<file path="src/timer_defines.vh">
`ifndef TIMER_DEFINES_VH
`define TIMER_DEFINES_VH

// register addresses on the plain register port
`define ADDR_W            3
`define ADDR_CONTROL      3'h0
`define ADDR_COUNT        3'h1
`define ADDR_RELOAD       3'h2
`define ADDR_MATCH        3'h3
`define ADDR_STATUS       3'h4

// control register fields
`define CTL_W             8
`define CTL_RESET         8'h00
`define CTL_ENABLE_BIT    7
`define CTL_POL_BIT       6
`define CTL_OUT_EN_BIT    5
`define CTL_PRE_HI        4
`define CTL_PRE_LO        2
`define CTL_MODE_HI       1
`define CTL_MODE_LO       0

// mode encodings
`define MODE_ONE_SHOT     2'h0
`define MODE_CONTINUOUS   2'h1
`define MODE_COUNTER      2'h2
`define MODE_PWM          2'h3

// counter values
`define CNT_W             16
`define CNT_ZERO          16'h0000
`define CNT_START         16'h0001
`define CNT_ONE           16'h0001
`define PRE_W             7
`define PRE_ZERO          7'h00
`define PRE_ONE           7'h01
`define PRE_SEL_W         3

// status register bits
`define STAT_W            4
`define STAT_EVENT_BIT    0
`define STAT_OUT_BIT      1
`define STAT_RUN_BIT      2
`define STAT_MATCH_BIT    3

`endif

</file>
<file path="src/prescaler.v">
`timescale 1ns/1ps
`default_nettype none
`include "timer_defines.vh"

// free divider: tick once every 2**sel clocks while running
module prescaler (
   input  wire                  clock_i,
   input  wire                  rst_n_i,
   input  wire                  run_i,
   input  wire [`PRE_SEL_W-1:0] sel_i,
   output wire                  tick_o
);
   reg  [`PRE_W-1:0] div_reg;
   wire [`PRE_W-1:0] div_mask;

   // mask of the low sel bits; tick when they are all ones, the divider itself wraps at 128
   assign div_mask = (`PRE_ONE << sel_i) - `PRE_ONE;
   assign tick_o   = run_i && ((div_reg & div_mask) == div_mask);

   always @(posedge clock_i or negedge rst_n_i) begin
      if (!rst_n_i) begin
         div_reg <= `PRE_ZERO;
      end else if (!run_i) begin
         // restart from zero so the first period is whole
         div_reg <= `PRE_ZERO;
      end else begin
         div_reg <= div_reg + `PRE_ONE;
      end
   end
endmodule
`default_nettype wire

</file>
<file path="src/reloadable_timer_core.v">
// Overview of operation
// - 16-bit counter steps up by one per qualified count event.
// - past ffff the count wraps to 0000 and keeps counting.
// - reload 0000 with prescale 128 gives the longest time-out.
// - reload 0001 with prescale 1 gives the shortest time-out.
// - one-shot: at reload, event, count to 0001, clear enable, stop.
// - one-shot with output enabled: output inverts for one clock.
// - one-shot, continuous and pwm count prescaled system clock ticks.
// - continuous: at reload, event, count to 0001, go on, toggle output.
// - written start count holds for first pass only; later passes 0001.
// - counter mode counts input edges, polarity picks rising or falling.
// - counter mode bypasses the prescaler.
// - counter: at reload, event, count to 0001, go on, toggle output.
// - counter mode polarity also sets the initial output level.
// - pwm: toggle output at match; at reload, event, count to 0001.
// - pwm polarity 1: start high, low at match, high at reload.
// - pwm polarity 0: start low, high at match, low at reload.
// - prescaler divides the system clock by 1 up to 128.
//
// The address map and the plain strobed port were chosen for this implementation.
`timescale 1ns/1ps
`default_nettype none
`include "timer_defines.vh"

module reloadable_timer_core (
   input  wire                clock_i,
   input  wire                arst_n_i,
   input  wire [`ADDR_W-1:0]  addr_i,
   input  wire [`CNT_W-1:0]   wdata_i,
   input  wire                wr_i,
   input  wire                rd_i,
   output reg  [`CNT_W-1:0]   rdata_o,
   input  wire                timer_in_i,
   output reg                 timer_out_o,
   output wire                timer_out_en_o,
   output reg                 event_o
);
   reg                    rst_meta_reg;
   reg                    rst_n_reg;
   reg                    in_meta_reg;
   reg                    in_sync_reg;
   reg                    in_prev_reg;
   reg  [`CTL_W-1:0]      ctl_reg;
   reg  [`CTL_W-1:0]      ctl_next;
   reg  [`CNT_W-1:0]      count_reg;
   reg  [`CNT_W-1:0]      count_next;
   reg  [`CNT_W-1:0]      reload_reg;
   reg  [`CNT_W-1:0]      match_reg;
   reg                    level_reg;
   reg                    level_next;
   reg                    event_flag_reg;
   reg                    event_flag_next;
   reg                    match_flag_reg;
   reg                    match_flag_next;
   reg  [`CNT_W-1:0]      rdata_next;

   wire                   enable;
   wire                   pol;
   wire                   out_en;
   wire [1:0]             mode;
   wire [`PRE_SEL_W-1:0]  pre_sel;
   wire                   pre_tick;
   wire                   in_edge;
   wire                   step;
   wire                   at_reload;
   wire                   at_match;
   wire                   os_flip;
   wire                   wr_ctl;
   wire                   wr_count;
   wire                   wr_reload;
   wire                   wr_match;
   wire                   wr_stat;
   wire [`STAT_W-1:0]     status;

   // reset released through two flops
   always @(posedge clock_i or negedge arst_n_i) begin
      if (!arst_n_i) begin
         rst_meta_reg <= 1'b0;
         rst_n_reg    <= 1'b0;
      end else begin
         rst_meta_reg <= 1'b1;
         rst_n_reg    <= rst_meta_reg;
      end
   end

   assign enable  = ctl_reg[`CTL_ENABLE_BIT];
   assign pol     = ctl_reg[`CTL_POL_BIT];
   assign out_en  = ctl_reg[`CTL_OUT_EN_BIT];
   assign mode    = ctl_reg[`CTL_MODE_HI:`CTL_MODE_LO];
   assign pre_sel = ctl_reg[`CTL_PRE_HI:`CTL_PRE_LO];
   assign wr_ctl    = wr_i && (addr_i == `ADDR_CONTROL);
   assign wr_count  = wr_i && (addr_i == `ADDR_COUNT);
   assign wr_reload = wr_i && (addr_i == `ADDR_RELOAD);
   assign wr_match  = wr_i && (addr_i == `ADDR_MATCH);
   assign wr_stat   = wr_i && (addr_i == `ADDR_STATUS);

   prescaler u_prescaler (
      .clock_i (clock_i),
      .rst_n_i (rst_n_reg),
      .run_i   (enable && (mode != `MODE_COUNTER)),
      .sel_i   (pre_sel),
      .tick_o  (pre_tick)
   );

   // timer input pin: two flops before any logic reads it; reset low
   // matches the idle pin, so no false edge follows reset
   always @(posedge clock_i or negedge rst_n_reg) begin
      if (!rst_n_reg) begin
         in_meta_reg <= 1'b0;
         in_sync_reg <= 1'b0;
      end else begin
         in_meta_reg <= timer_in_i;
         in_sync_reg <= in_meta_reg;
      end
   end

   // history for the edge detector; it reads only the second flop
   always @(posedge clock_i or negedge rst_n_reg) begin
      if (!rst_n_reg) begin
         in_prev_reg <= 1'b0;
      end else begin
         in_prev_reg <= in_sync_reg;
      end
   end

   // edges are only caught if the source stays at or below clock/4
   assign in_edge = pol ? (in_sync_reg && !in_prev_reg)
                        : (!in_sync_reg && in_prev_reg);

   assign step = enable && ((mode == `MODE_COUNTER) ? in_edge
                                                    : pre_tick);

   // compare on the step taken while the count sits at the value, so
   // reload 0001 fires every tick and reload 0000 first runs the wrap
   assign at_reload = step && (count_reg == reload_reg);
   assign at_match  = step && (mode == `MODE_PWM)
                      && (count_reg == match_reg);
   assign os_flip   = at_reload && out_en && (mode == `MODE_ONE_SHOT);

   // control register; one-shot clears its own enable at reload
   always @* begin
      ctl_next = ctl_reg;
      if (wr_ctl) begin
         ctl_next = wdata_i[`CTL_W-1:0];
      end else if (at_reload && (mode == `MODE_ONE_SHOT)) begin
         ctl_next[`CTL_ENABLE_BIT] = 1'b0;
      end
   end

   always @(posedge clock_i or negedge rst_n_reg) begin
      if (!rst_n_reg) begin
         ctl_reg <= `CTL_RESET;
      end else begin
         ctl_reg <= ctl_next;
      end
   end

   // reload and match are plain storage; pwm needs reload above match
   always @(posedge clock_i or negedge rst_n_reg) begin
      if (!rst_n_reg) begin
         reload_reg <= `CNT_ZERO;
      end else if (wr_reload) begin
         reload_reg <= wdata_i;
      end
   end

   always @(posedge clock_i or negedge rst_n_reg) begin
      if (!rst_n_reg) begin
         match_reg <= `CNT_ZERO;
      end else if (wr_match) begin
         match_reg <= wdata_i;
      end
   end

   // counter; a count write overrides any step so software can preload
   always @* begin
      count_next = count_reg;
      if (wr_count) begin
         count_next = wdata_i;
      end else if (at_reload) begin
         count_next = `CNT_START;
      end else if (step) begin
         count_next = count_reg + `CNT_ONE;
      end
   end

   always @(posedge clock_i or negedge rst_n_reg) begin
      if (!rst_n_reg) begin
         count_reg <= `CNT_ZERO;
      end else begin
         count_reg <= count_next;
      end
   end

   // output level: polarity loaded while the timer is stopped, so a
   // start always begins from the programmed level
   always @* begin
      level_next = level_reg;
      if (!enable) begin
         level_next = wr_ctl ? wdata_i[`CTL_POL_BIT] : pol;
      end else if (mode == `MODE_PWM) begin
         if (at_reload) begin
            level_next = pol;
         end else if (at_match) begin
            level_next = !pol;
         end
      end else if (mode == `MODE_ONE_SHOT) begin
         // follows a polarity flip made after start, for a lasting edge
         level_next = pol;
      end else if (at_reload && out_en) begin
         level_next = !level_reg;
      end
   end

   always @(posedge clock_i or negedge rst_n_reg) begin
      if (!rst_n_reg) begin
         level_reg <= 1'b0;
      end else begin
         level_reg <= level_next;
      end
   end

   // one-shot inversion lasts exactly one clock after reload
   always @(posedge clock_i or negedge rst_n_reg) begin
      if (!rst_n_reg) begin
         timer_out_o <= 1'b0;
      end else begin
         timer_out_o <= os_flip ? !level_reg : level_reg;
      end
   end

   // interrupt request: one clock after each reload
   always @(posedge clock_i or negedge rst_n_reg) begin
      if (!rst_n_reg) begin
         event_o <= 1'b0;
      end else begin
         event_o <= at_reload;
      end
   end

   assign timer_out_en_o = out_en;

   // sticky status flags; a new event wins over a clear in the same cycle
   always @* begin
      event_flag_next = event_flag_reg;
      if (at_reload) begin
         event_flag_next = 1'b1;
      end else if (wr_stat && wdata_i[`STAT_EVENT_BIT]) begin
         event_flag_next = 1'b0;
      end
   end

   always @* begin
      match_flag_next = match_flag_reg;
      if (at_match) begin
         match_flag_next = 1'b1;
      end else if (wr_stat && wdata_i[`STAT_MATCH_BIT]) begin
         match_flag_next = 1'b0;
      end
   end

   always @(posedge clock_i or negedge rst_n_reg) begin
      if (!rst_n_reg) begin
         event_flag_reg <= 1'b0;
      end else begin
         event_flag_reg <= event_flag_next;
      end
   end

   always @(posedge clock_i or negedge rst_n_reg) begin
      if (!rst_n_reg) begin
         match_flag_reg <= 1'b0;
      end else begin
         match_flag_reg <= match_flag_next;
      end
   end

   // the status word: flags, enable and the output pin level
   assign status = {match_flag_reg, enable,
                    timer_out_o, event_flag_reg};

   // read data stand only in the cycle after the strobe, zero otherwise
   always @* begin
      rdata_next = `CNT_ZERO;
      if (rd_i) begin
         case (addr_i)
            `ADDR_CONTROL: rdata_next = {{(`CNT_W-`CTL_W){1'b0}}, ctl_reg};
            `ADDR_COUNT:   rdata_next = count_reg;
            `ADDR_RELOAD:  rdata_next = reload_reg;
            `ADDR_MATCH:   rdata_next = match_reg;
            `ADDR_STATUS:  rdata_next = {{(`CNT_W-`STAT_W){1'b0}}, status};
            default:       rdata_next = `CNT_ZERO;
         endcase
      end
   end

   always @(posedge clock_i or negedge rst_n_reg) begin
      if (!rst_n_reg) begin
         rdata_o <= `CNT_ZERO;
      end else begin
         rdata_o <= rdata_next;
      end
   end
endmodule
`default_nettype wire

</file>
<file path="config.mk">
export PLATFORM = sky130hd
export DESIGN_NAME = reloadable_timer_core
export DESIGN_NICKNAME = d
export VERILOG_FILES = /design/src/prescaler.v /design/src/reloadable_timer_core.v
export VERILOG_INCLUDE_DIRS = /design/src
export SDC_FILE = /design/constraint.sdc
export NUM_CORES = 1
export LEC_CHECK = 0
export BUFFER_PORTS_ARGS = -buffer_cell sky130_fd_sc_hd__buf_2
export CORE_UTILIZATION = 64
export CTS_CLUSTER_SIZE = 30
export DETAILED_ROUTE_END_ITERATION = 10
export GPL_ROUTABILITY_DRIVEN = 0
export PLACE_DENSITY_LB_ADDON = 0.05
export SLEW_MARGIN = 20
export SYNTH_ARGS = -nofsm -noshare
export SYNTH_HDL_FRONTEND = slang
export SYNTH_SLANG_ARGS = --single-unit
</file>
<file path="constraint.sdc">
create_clock -name clock_i -period 7.1 [get_ports clock_i]
set_input_delay 0.71 -clock clock_i [delete_from_list [all_inputs] [get_ports clock_i]]
set_output_delay 0.71 -clock clock_i [all_outputs]
set_load 0.005 [all_outputs]
</file>
* Yosys cells after proc, flatten, opt, wreduce, memory -nomap -nowiden *
Cells that the tools add are included.

operators by class
  equal/unequal tests = 12
  muxes and demuxes = 22
  bitwise logic cells = 1
  reduce and logical (&&, ||, !) cells = 29
  shifts and indexed selects = 1
  add/subtract/negate cells = 3

operators by type and width
  kind                     count
  $pmux W16 S5             1
  $mux W16                 4
  $eq A16 B16 Y1           2
  $logic_and A1 B1 Y1      18
  $add A16 B1 Y16 const B  1
  $mux W1                  16
  $add A7 B1 Y7 const B    1
  $and A7 B7 Y7            1
  $eq A7 B7 Y1             1
  $mux W7                  1
  $shl A1 B3 Y7 const A    1
  $sub A7 B1 Y7 const B    1
  $eq A3 B2 Y1 const B     2
  $reduce_bool A2 Y1       3
  $eq A2 B2 Y1 const B     2
  $logic_not A1 Y1         4
  $ne A4 B1 Y1 const B     1
  $ne A4 B4 Y1 const B     1
  $eq A3 B1 Y1 const B     1
  $eq A3 B3 Y1 const B     1
  $logic_not A3 Y1         1
  $reduce_bool A3 Y1       1
  $logic_not A2 Y1         1
  $ne A2 B2 Y1 const B     1
  $reduce_and A2 Y1        1

storage, ports and cells
  output and inout bits = 19
  flip-flop bits (word level) = 89
  input bits = 24

* Longest topological paths before layout *
Gate-level depths: netlist of the first run.

  depth after elaboration = 13
  depth in mapped cells = 13
  gate-level depth less buffers = 10

* By module *
From an unflattened synthesis of the first run, not the netlist that was laid out.

second synthesis, totals
  cell total of the unflattened synthesis = 439
  area, all modules = 4643.2 µm²

by module, submodules not included
  module                 cells an instance  times used  area each (µm²)
  reloadable_timer_core  402                1           4282.9
  prescaler              37                 1           360.3

* Worst setup path after synthesis of the first run *
OpenSTA, ideal clock, no wires.

  path type = input port to flip-flop
  from = in addr_i[1]
  to = reg level_reg
  data required time = 6972 ps
  arrival time = 2597 ps
  slack = 4376 ps
  library setup time = 128 ps
  stages on the path = 9
  cells stage by stage = clkbuf_1 -> nor2_1 -> and2_1 -> clkbuf_1 -> mux2_1 -> nor2b_1 -> a21oi_1 -> mux2i_1 -> mux2_1

on the way
  cells in the longest elaborated chain, start to end = 4

ends and longest elaborated chain
  element                 RTL line                     text
  start: declaration      reloadable_timer_core.v:28   input wire [`ADDR_W-1:0] addr_i,
  $logic_not A3 Y1        -
  $logic_and A1 B1 Y1     reloadable_timer_core.v:91   assign wr_ctl = wr_i && (addr_i == `ADDR_CONTROL);
  $mux W1                 reloadable_timer_core.v:200  level_next = wr_ctl ? wdata_i[`CTL_POL_BIT] : pol;
  $mux W1                 reloadable_timer_core.v:199  if (!enable) begin
  end signal: assignment  reloadable_timer_core.v:219  level_reg <= level_next;
  end: declaration        reloadable_timer_core.v:49   reg level_reg;

Every way passes these cells.
A chain may end at the register's enable or synchronous reset.

* Final worst setup path of the first run *
  from = reg ctl_reg[4]
  to = reg level_reg

on the way
  cells in the longest elaborated chain, start to end = 11

ends and longest elaborated chain
  element                                                        RTL line                                                  text
  start: declaration                                             reloadable_timer_core.v:43                                reg [`CTL_W-1:0] ctl_reg;
  start signal: assignment                                       reloadable_timer_core.v:152                               ctl_reg <= `CTL_RESET;
  start signal: assignment                                       reloadable_timer_core.v:154                               ctl_reg <= ctl_next;
  $shl A1 B3 Y7 (no line) (*)                                    -
  $sub A7 B1 Y7 (no line) (*)                                    -
  $and A7 B7 Y7                                                  prescaler.v:18                                            assign tick_o = run_i && ((div_reg & div_mask) == div_mask);
  $eq A7 B7 Y1 (*)                                               prescaler.v:18
  $logic_and A1 B1 Y1 (*)                                        prescaler.v:18
  $mux W1 (*)                                                    reloadable_timer_core.v:130                               assign step = enable && ((mode == `MODE_COUNTER) ? in_edge
  $logic_and A1 B1 Y1 (*)                                        reloadable_timer_core.v:130
  $logic_and A1 B1 Y1, on equally long branches                  reloadable_timer_core.v:135, reloadable_timer_core.v:136
  $logic_and A1 B1 Y1 (tied with other cells)                    reloadable_timer_core.v:210                               end else if (at_reload && out_en) begin
  $ne A4 B1 Y1 (no line) (tied with other cells)                 -
  $reduce_and A2 Y1 (no line) / $mux W1 (equally long branches)  -

Every way passes the cells marked *; elsewhere a longest branch is shown, timed or not.

==> out/metrics.yaml, run 1 <==
route:
  wire_per_inst_um: 18.1
  drc: 0
  first_iter_violations: 259
  viasPerCell: 6.21
  drtAntennaViolNets: 0
  first_pass_iters: 5
  drt-total-wl_mm: 10.5
  detailroute.via_count: 3602
placed_design:
  port_buffers: 42
  place_area_mm2: 0.00499
  place_hpwl_mm: 7.36
synthesis:
  yosysWarnings: 0
  syn_area_per_cell_um2: 10.5
  ys.flop_type: "dfrtp_1"
  async_reset_ff_share_pct: 100
  synth_top_cell_area_share_pct: 46.7
  syn_nets: 483
  synthCells: 456
  synth_top_area_cell: "dfrtp_1"
  synth_cell_types: 49
  synth_commonest_cells: "dfrtp_1, mux2_2, nor2_1"
  yosys.cell_count.top_type: "dfrtp_1"
  synth-seq-cells: 89
  synth.area.top_cells: "dfrtp_1, mux2_2, xnor2_1"
  yosysSeqAreaShare_pct: 46.7
  netlist_area_mm2: 0.00477
  synth-edff-count: 0
pwr:
  finalPower_mw: 1.44
  p_seq_share_pct: 52.2
  clock_power_share_pct: 22.2
  peakVddDrop_v: 0.000207
  p_sw_uw: 480
  p_sw_share_pct: 33.4
  combPwrFrac_pct: 25.6
  p_leak_nw: 2.22
  internal-power_uw: 957
  p_per_area_mw_per_mm2: 277
grt:
  track_usage_pct: 28.6
  grt_pass1_wl_mm: 16.8
  grt_pass1_vias: 3257
  grt_overflow_total: 0
  grt_max_degree: 88
  antenna_found_initial: 0
critical_path:
  rrSetupSlack_ns: 4.00
  crit_fanout: 20
  cp-start-kind: "register"
  end_kind: "register"
  timing.rr.start: "ctl_reg[4]$_DFFE_PN0P_"
  reg2reg_depth: 9
  cp_slowest_stage_delay_ns: 0.48
  crit_arrival_ns: 3.33
  reg2reg_to: "level_reg$_DFFE_PN0P_"
  crit_path_end: "level_reg$_DFFE_PN0P_"
  crit_chain: "or3_4 -> ha_1 -> o211ai_1 -> a2111oi_2 -> a31oi_1 -> buf_4 -> nor2b_1 -> a211oi_1 -> mux2_1"
  crit_required_ns: 7.33
  critPathKind: "register to register"
  crit_start: "ctl_reg[4]$_DFFE_PN0P_"
  crit_slowest_cell: "dfrtp_1"
die:
  initial_utilization_pct: 66.1
  die_y_um: 88.4
  ioPinCount: 43
  die_area_mm2: 0.00781
  fp-row-count: 31
  core-area_mm2: 0.00721
  die_w_um: 88.4
clock_tree:
  cts.path.max_buffers: 2
  clock_latency_ns: 0.34
  clockRootBuffer: "clkbuf_8"
  cts.sinks: 89
  clkSlewWorstSetupHoldPaths_ns: 0.08
  cts_made_buffers: 9
  cts_setup_buffers: 0
  cts_hold_buf: 0
  cts_tree: "done"
  htreeDepth: 3
  ctsResizeCount: 0
run:
  drv_cap: 0
timing:
  rsz0062_at_grt: "no"
  fin_crit_sh_pct: 43.6
  fmax_mhz: 323
  final-max-slew-violation-count: 0
  finalHoldViolCount: 0
  min_period_ns: 3.10
  maxSlewHeadroom_pct: 34.8
  setup_viol: 0
  fin_skew_ns: 0.00772
  fin_tns_setup_ns: 0
  tightest_slew_ns: 0.976
worst_hold_path:
  hold_path_class: "primary input to async pin"
layout:
  fillers: 550
  area_delta_synth_final_pct: 8.89
  postLayoutCellArea_mm2: 0.00520
  fin_nets: 505
  diodes: 0
  layout-drive-gt1-share_pct: 24.7
status:
  status: "completed"
-- layer usage --
| layer | wire length, um | vias to the layer above | track usage [%] | part of all wire (%) |
|---|---|---|---|---|
| met4 | 133 | 0 | 7.18 | 1.3 |
| met1 | 5010 | 1782 | 43.8 | 48 |
| met5 | 0 | - | 0 | 0 |
| met2 | 4730 | 141 | 41.9 | 45 |
| met3 | 619 | 16 | 5.32 | 5.9 |
| li1 | - | 1663 | - | - |
-- worst max-delay path: cells and delay by family, from the launching register on --
family          cells  cell delay (ns)
compound gates      4             0.77
fa+ha+maj           1             0.29
buf+inv             1             0.22
flops               1             0.48
mux                 1             0.33
simple gates        2             0.89
-- worst min-delay path by stage --
stage	startpoint	end	slack (ns)	depth (start not counted)
after floorplan	in_meta_reg$_DFF_PN0_	in_sync_reg$_DFF_PN0_	0.33	0
after global placement	in_meta_reg$_DFF_PN0_	in_sync_reg$_DFF_PN0_	0.34	0
after detailed placement	rst_meta_reg$_DFF_PN0_	rst_n_reg$_DFF_PN0_	0.35	0
after CTS	arst_n_i	rst_n_reg$_DFF_PN0_	0.13	1
after global routing	arst_n_i	rst_n_reg$_DFF_PN0_	0.12	1
final	arst_n_i	rst_n_reg$_DFF_PN0_	0.14	1
-- power by group through the flow --
stage / logic, mW / registers (mW) / clock network, mW
floorplan: 0.332 / 0.675 / 0
global placement: 0.345 / 0.755 / 0
detailed placement: 0.355 / 0.760 / 0
CTS: 0.359 / 0.750 / 0.326
global route: 0.404 / 0.764 / 0.349
finish: 0.368 / 0.750 / 0.319
-- metrics by stage --
step / utilization [%] / setup WS [ns] / std cells / hold slack, ns
floorplan: - / 4.38 / 456 / 0.331
global placement: 69.2 / 4.19 / 565 / 0.335
detailed placement: 69.2 / 4.05 / 565 / 0.345
CTS: 71.6 / 4.03 / 579 / 0.127
global route: 72.0 / 3.83 / 580 / 0.121
finish: 72.0 / 4.00 / 580 / 0.136
-- placed cells by master (no fill, tap or decap), types with 2 or more instances in the layout --
cell	n
a211oi_1	2
a21boi_0	2
a21o_1	3
a21oi_1	7
a22oi_1	16
a31oi_1	3
a41oi_1	2
and2_1	9
and3_1	6
buf_2	42
buf_4	3
clkbuf_8	9
clkinv_2	2
dfrtp_1	88
ha_1	3
inv_1	4
mux2_1	2
mux2_2	50
mux2i_1	10
nand2_1	27
nand2b_1	4
nand3_1	14
nand4_1	8
nor2_1	29
nor2b_1	9
nor3_1	2
nor3b_1	3
nor4_1	3
o21ai_0	18
o21ai_1	18
o21ai_2	2
o22ai_1	7
o31a_1	10
o41a_1	3
or2_1	2
xnor2_1	22
xor2_1	18
-- area by class of cell --
cell class | instances | area (um^2) | share of cell area, %
clock buffers | 10 | 128 | 2.46
clock inverters | 4 | 47.5 | 0.915
inverters | 4 | 15.0 | 0.289
multi-input cells | 328 | 2390 | 46.0
flip-flops and latches | 89 | 2230 | 42.9
well taps | 99 | 124 | 2.38
repair buffers | 46 | 260 | 5.01
-- cells by family after synthesis --
group	share of synthesized area, %
adders and majority gates	0.787
buffers and inverters	3.41
DFF	46.7
muxes	14.8
other	0.0786
xor gates and xnor gates	7.34
AOI/OAI and AO/OA	13.4
and+or+nand+nor	13.5
Note: power is estimated with default switching activity, not from simulation.
==> run 2, diff against run 1 <==
--- a/config.mk
+++ b/config.mk
@@ -7,7 +7,7 @@
 export NUM_CORES = 1
 export LEC_CHECK = 0
 export BUFFER_PORTS_ARGS = -buffer_cell sky130_fd_sc_hd__buf_2
-export CORE_UTILIZATION = 64
+export CORE_UTILIZATION = 54
 export CTS_CLUSTER_SIZE = 30
 export DETAILED_ROUTE_END_ITERATION = 10
 export GPL_ROUTABILITY_DRIVEN = 0
==> constraint.sdc (replaced) <==
create_clock -name clock_i -period 2.8 [get_ports clock_i]
set_input_delay 0.28 -clock clock_i [delete_from_list [all_inputs] [get_ports clock_i]]
set_output_delay 0.28 -clock clock_i [all_outputs]
set_load 0.005 [all_outputs]
==> run 2 against run 1 <==
Compared with the run above:
- via count increased by 0.44%
- combinational power grew to 3.0 times the previous value
- core utilization fell by 7.5 points
- final cell count rose by 4.8%
- sequential share of layout area fell by 1.7 points
- highest routed layer unchanged
==> out/metrics.yaml, run 2 (synthesis results as in run 1) <==
timing:
  tightest_slew_ns: 0.514  # -0.462 ns
  min_period_ns: 2.66  # -0.437 ns
  setup_ws_ns: 0.139  # -3.86 ns
  finalHoldViolCount: 0  # unchanged
  fin_skew_ns: 0.00788  # +0.000152 ns
  maxSlewHeadroom_pct: 65.7  # +31 points
  setup_viol: 0  # unchanged
  fmax_mhz: 376  # +16%
  final-max-slew-violation-count: 0  # unchanged
  fin_crit_sh_pct: 95.0  # +51 points
  rsz0062_at_grt: "no"
grt:
  grt_overflow_total: 0  # unchanged
  track_usage_pct: 26.9  # -1.7 points
  antenna_found_initial: 0  # unchanged
  grt_pass1_vias: 3408  # +4.6%
  grt_max_degree: 88  # unchanged
  grt_pass1_wl_mm: 18.4  # +9.5%
clock_tree:
  cts_made_buffers: 9  # unchanged
  cts.sinks: 89  # unchanged
  htreeDepth: 3  # unchanged
  cts_setup_buffers: 0  # unchanged
  clockRootBuffer: "clkbuf_8"
  clock_latency_ns: 0.36  # +0.02 ns
  cts.path.max_buffers: 2  # unchanged
  clkSlewWorstSetupHoldPaths_ns: 0.09  # about the same
  cts_tree: "done"
layout:
  fin_util_pct: 64.5  # -7.5 points
  fin_nets: 526  # +4.2%
  layout-drive-gt1-share_pct: 27.8  # +3.1 points
  final_common_cell: "dfrtp_1"
  fin_cells: 608  # +4.8%
  diodes: 0  # unchanged
  area_delta_synth_final_pct: 13.3
  final_cell_mix: "dfrtp_1, mux2_2, buf_2, nor2_1, nand2_1"
route:
  detailroute.via_count: 3618  # +0.44%
  drtAntennaViolNets: 0  # unchanged
  viasPerCell: 5.95  # -4.2%
  drc: 0  # unchanged
  wire_per_inst_um: 18.8  # +3.8%
  first_iter_violations: 262  # +1.2%
  drt-total-wl_mm: 11.4  # +8.8%
  first_pass_iters: 5  # unchanged
die:
  die_y_um: 96.0  # +8.7%
  die_area_mm2: 0.00922  # +18%
  fp-row-count: 33  # +6.5%
  core-area_mm2: 0.00838  # +16%
  die_w_um: 96.0  # +8.7%
  initial_utilization_pct: 56.9  # -9.2 points
  ioPinCount: 43  # unchanged
pwr:
  p_per_area_mw_per_mm2: 720  # +160%
  peakVddDrop_v: 0.000373  # +81%
  p_leak_nw: 2.34  # +5.5%
worst_hold_path:
  min-delay-start: "timer_in_i"
  hold_path_class: "primary input to register"
placed_design:
  place_hpwl_mm: 7.94  # +8.0%
  post-place-cells: 591  # +4.6%
  port_buffers: 42  # unchanged
  dpl_worst_slack_ns: -0.0204  # -4.07 ns
critical_path:
  end_kind: "register"
  crit_required_ns: 3.09  # -4.24 ns
  critPathKind: "register to register"
  crit_start: "ctl_reg[4]$_DFFE_PN0P_"
  crit_fanout: 15  # -25%
  cp-start-kind: "register"
  crit_arrival_ns: 2.95  # -0.38 ns
  timing.rr.start: "ctl_reg[4]$_DFFE_PN0P_"
status:
  status: "completed"
run:
  drv_cap: 0  # unchanged
run 2: cell count changes in the layout (fill, tap and decap cells not counted), sizes merged:
| cell | delta |
|---|---|
| inv | +1 |
| bufinv | +1 |
| dlygate4sd3 | +1 |
| clkinv | -2 |
| buf | +20 |
| clkbuf | +1 |
run 2: where the power goes:
group,internal (mW),total [mW],switching (mW)
sequential,1.51,1.82,0.304
combinational,0.572,1.10,0.527
clock,0.526,0.978,0.451
run 2: final timing paths:
kind / end / slack, ns / depth (start not counted)
worst min-delay path: in_meta_reg$_DFF_PN0_ / 0.02 / 1
max in group asynchronous: count_reg[5]$_DFFE_PN0P_ / 1.91 / 1
min in group asynchronous: rst_n_reg$_DFF_PN0_ / 0.23 / 2
worst max register to register: count_reg[9]$_DFFE_PN0P_ / 0.14 / 9
worst max-delay path: count_reg[9]$_DFFE_PN0P_ / 0.14 / 9
worst min register to register: rdata_o[1]$_DFF_PN0_ / 0.26 / 0
run 2: area by class of cell:
type	instances	area [um^2]
clock inverters	4	76.3
repair buffers	67	420
inverters	4	15.0
clock buffers	11	141
fillers	700	2980
flip-flops and latches	89	2230
well taps	105	131
multi-input cells	328	2390
run 2: worst max-delay path, cell delays in order, from the launching register on:
cell and delay (ns):
dfrtp_1 0.39, or3_4 0.40, ha_1 0.28, o211ai_1 0.10
a2111oi_2 0.28, a31oi_1 0.12, buf_4 0.18, or2_4 0.33
o41a_1 0.38, o21ai_1 0.11
run 2: timing repair:
| item | in CTS | in global routing |
|---|---|---|
| endpoints found under the hold margin | 2 | 0 |
| hold buffers | 1 | 0 |
| resized for setup | 2 | 0 |
| setup endpoints to repair | 3 | 0 |
run 2: layer usage:
layer  routed length (um)  vias up  GRT usage, %
li1                     -     1701             -
met2                 5130      115          39.4
met3                  610       12          4.11
met5                    0        -             0
met1                 5530     1790          41.2
met4                  138        0          7.09
run 2: metrics by stage:
stage	instance area, um^2	setup TNS [ns]	hold WS, ns	power (mW)
global placement	5150	-0.0142	0.0649	2.87
CTS	5380	0	0.0118	3.91
floorplan	4770	0	-0.0156	2.55
detailed placement	5150	-0.0394	0.0662	2.91
finish	5410	0	0.0222	3.89
global route	5410	0	0.0117	4.11
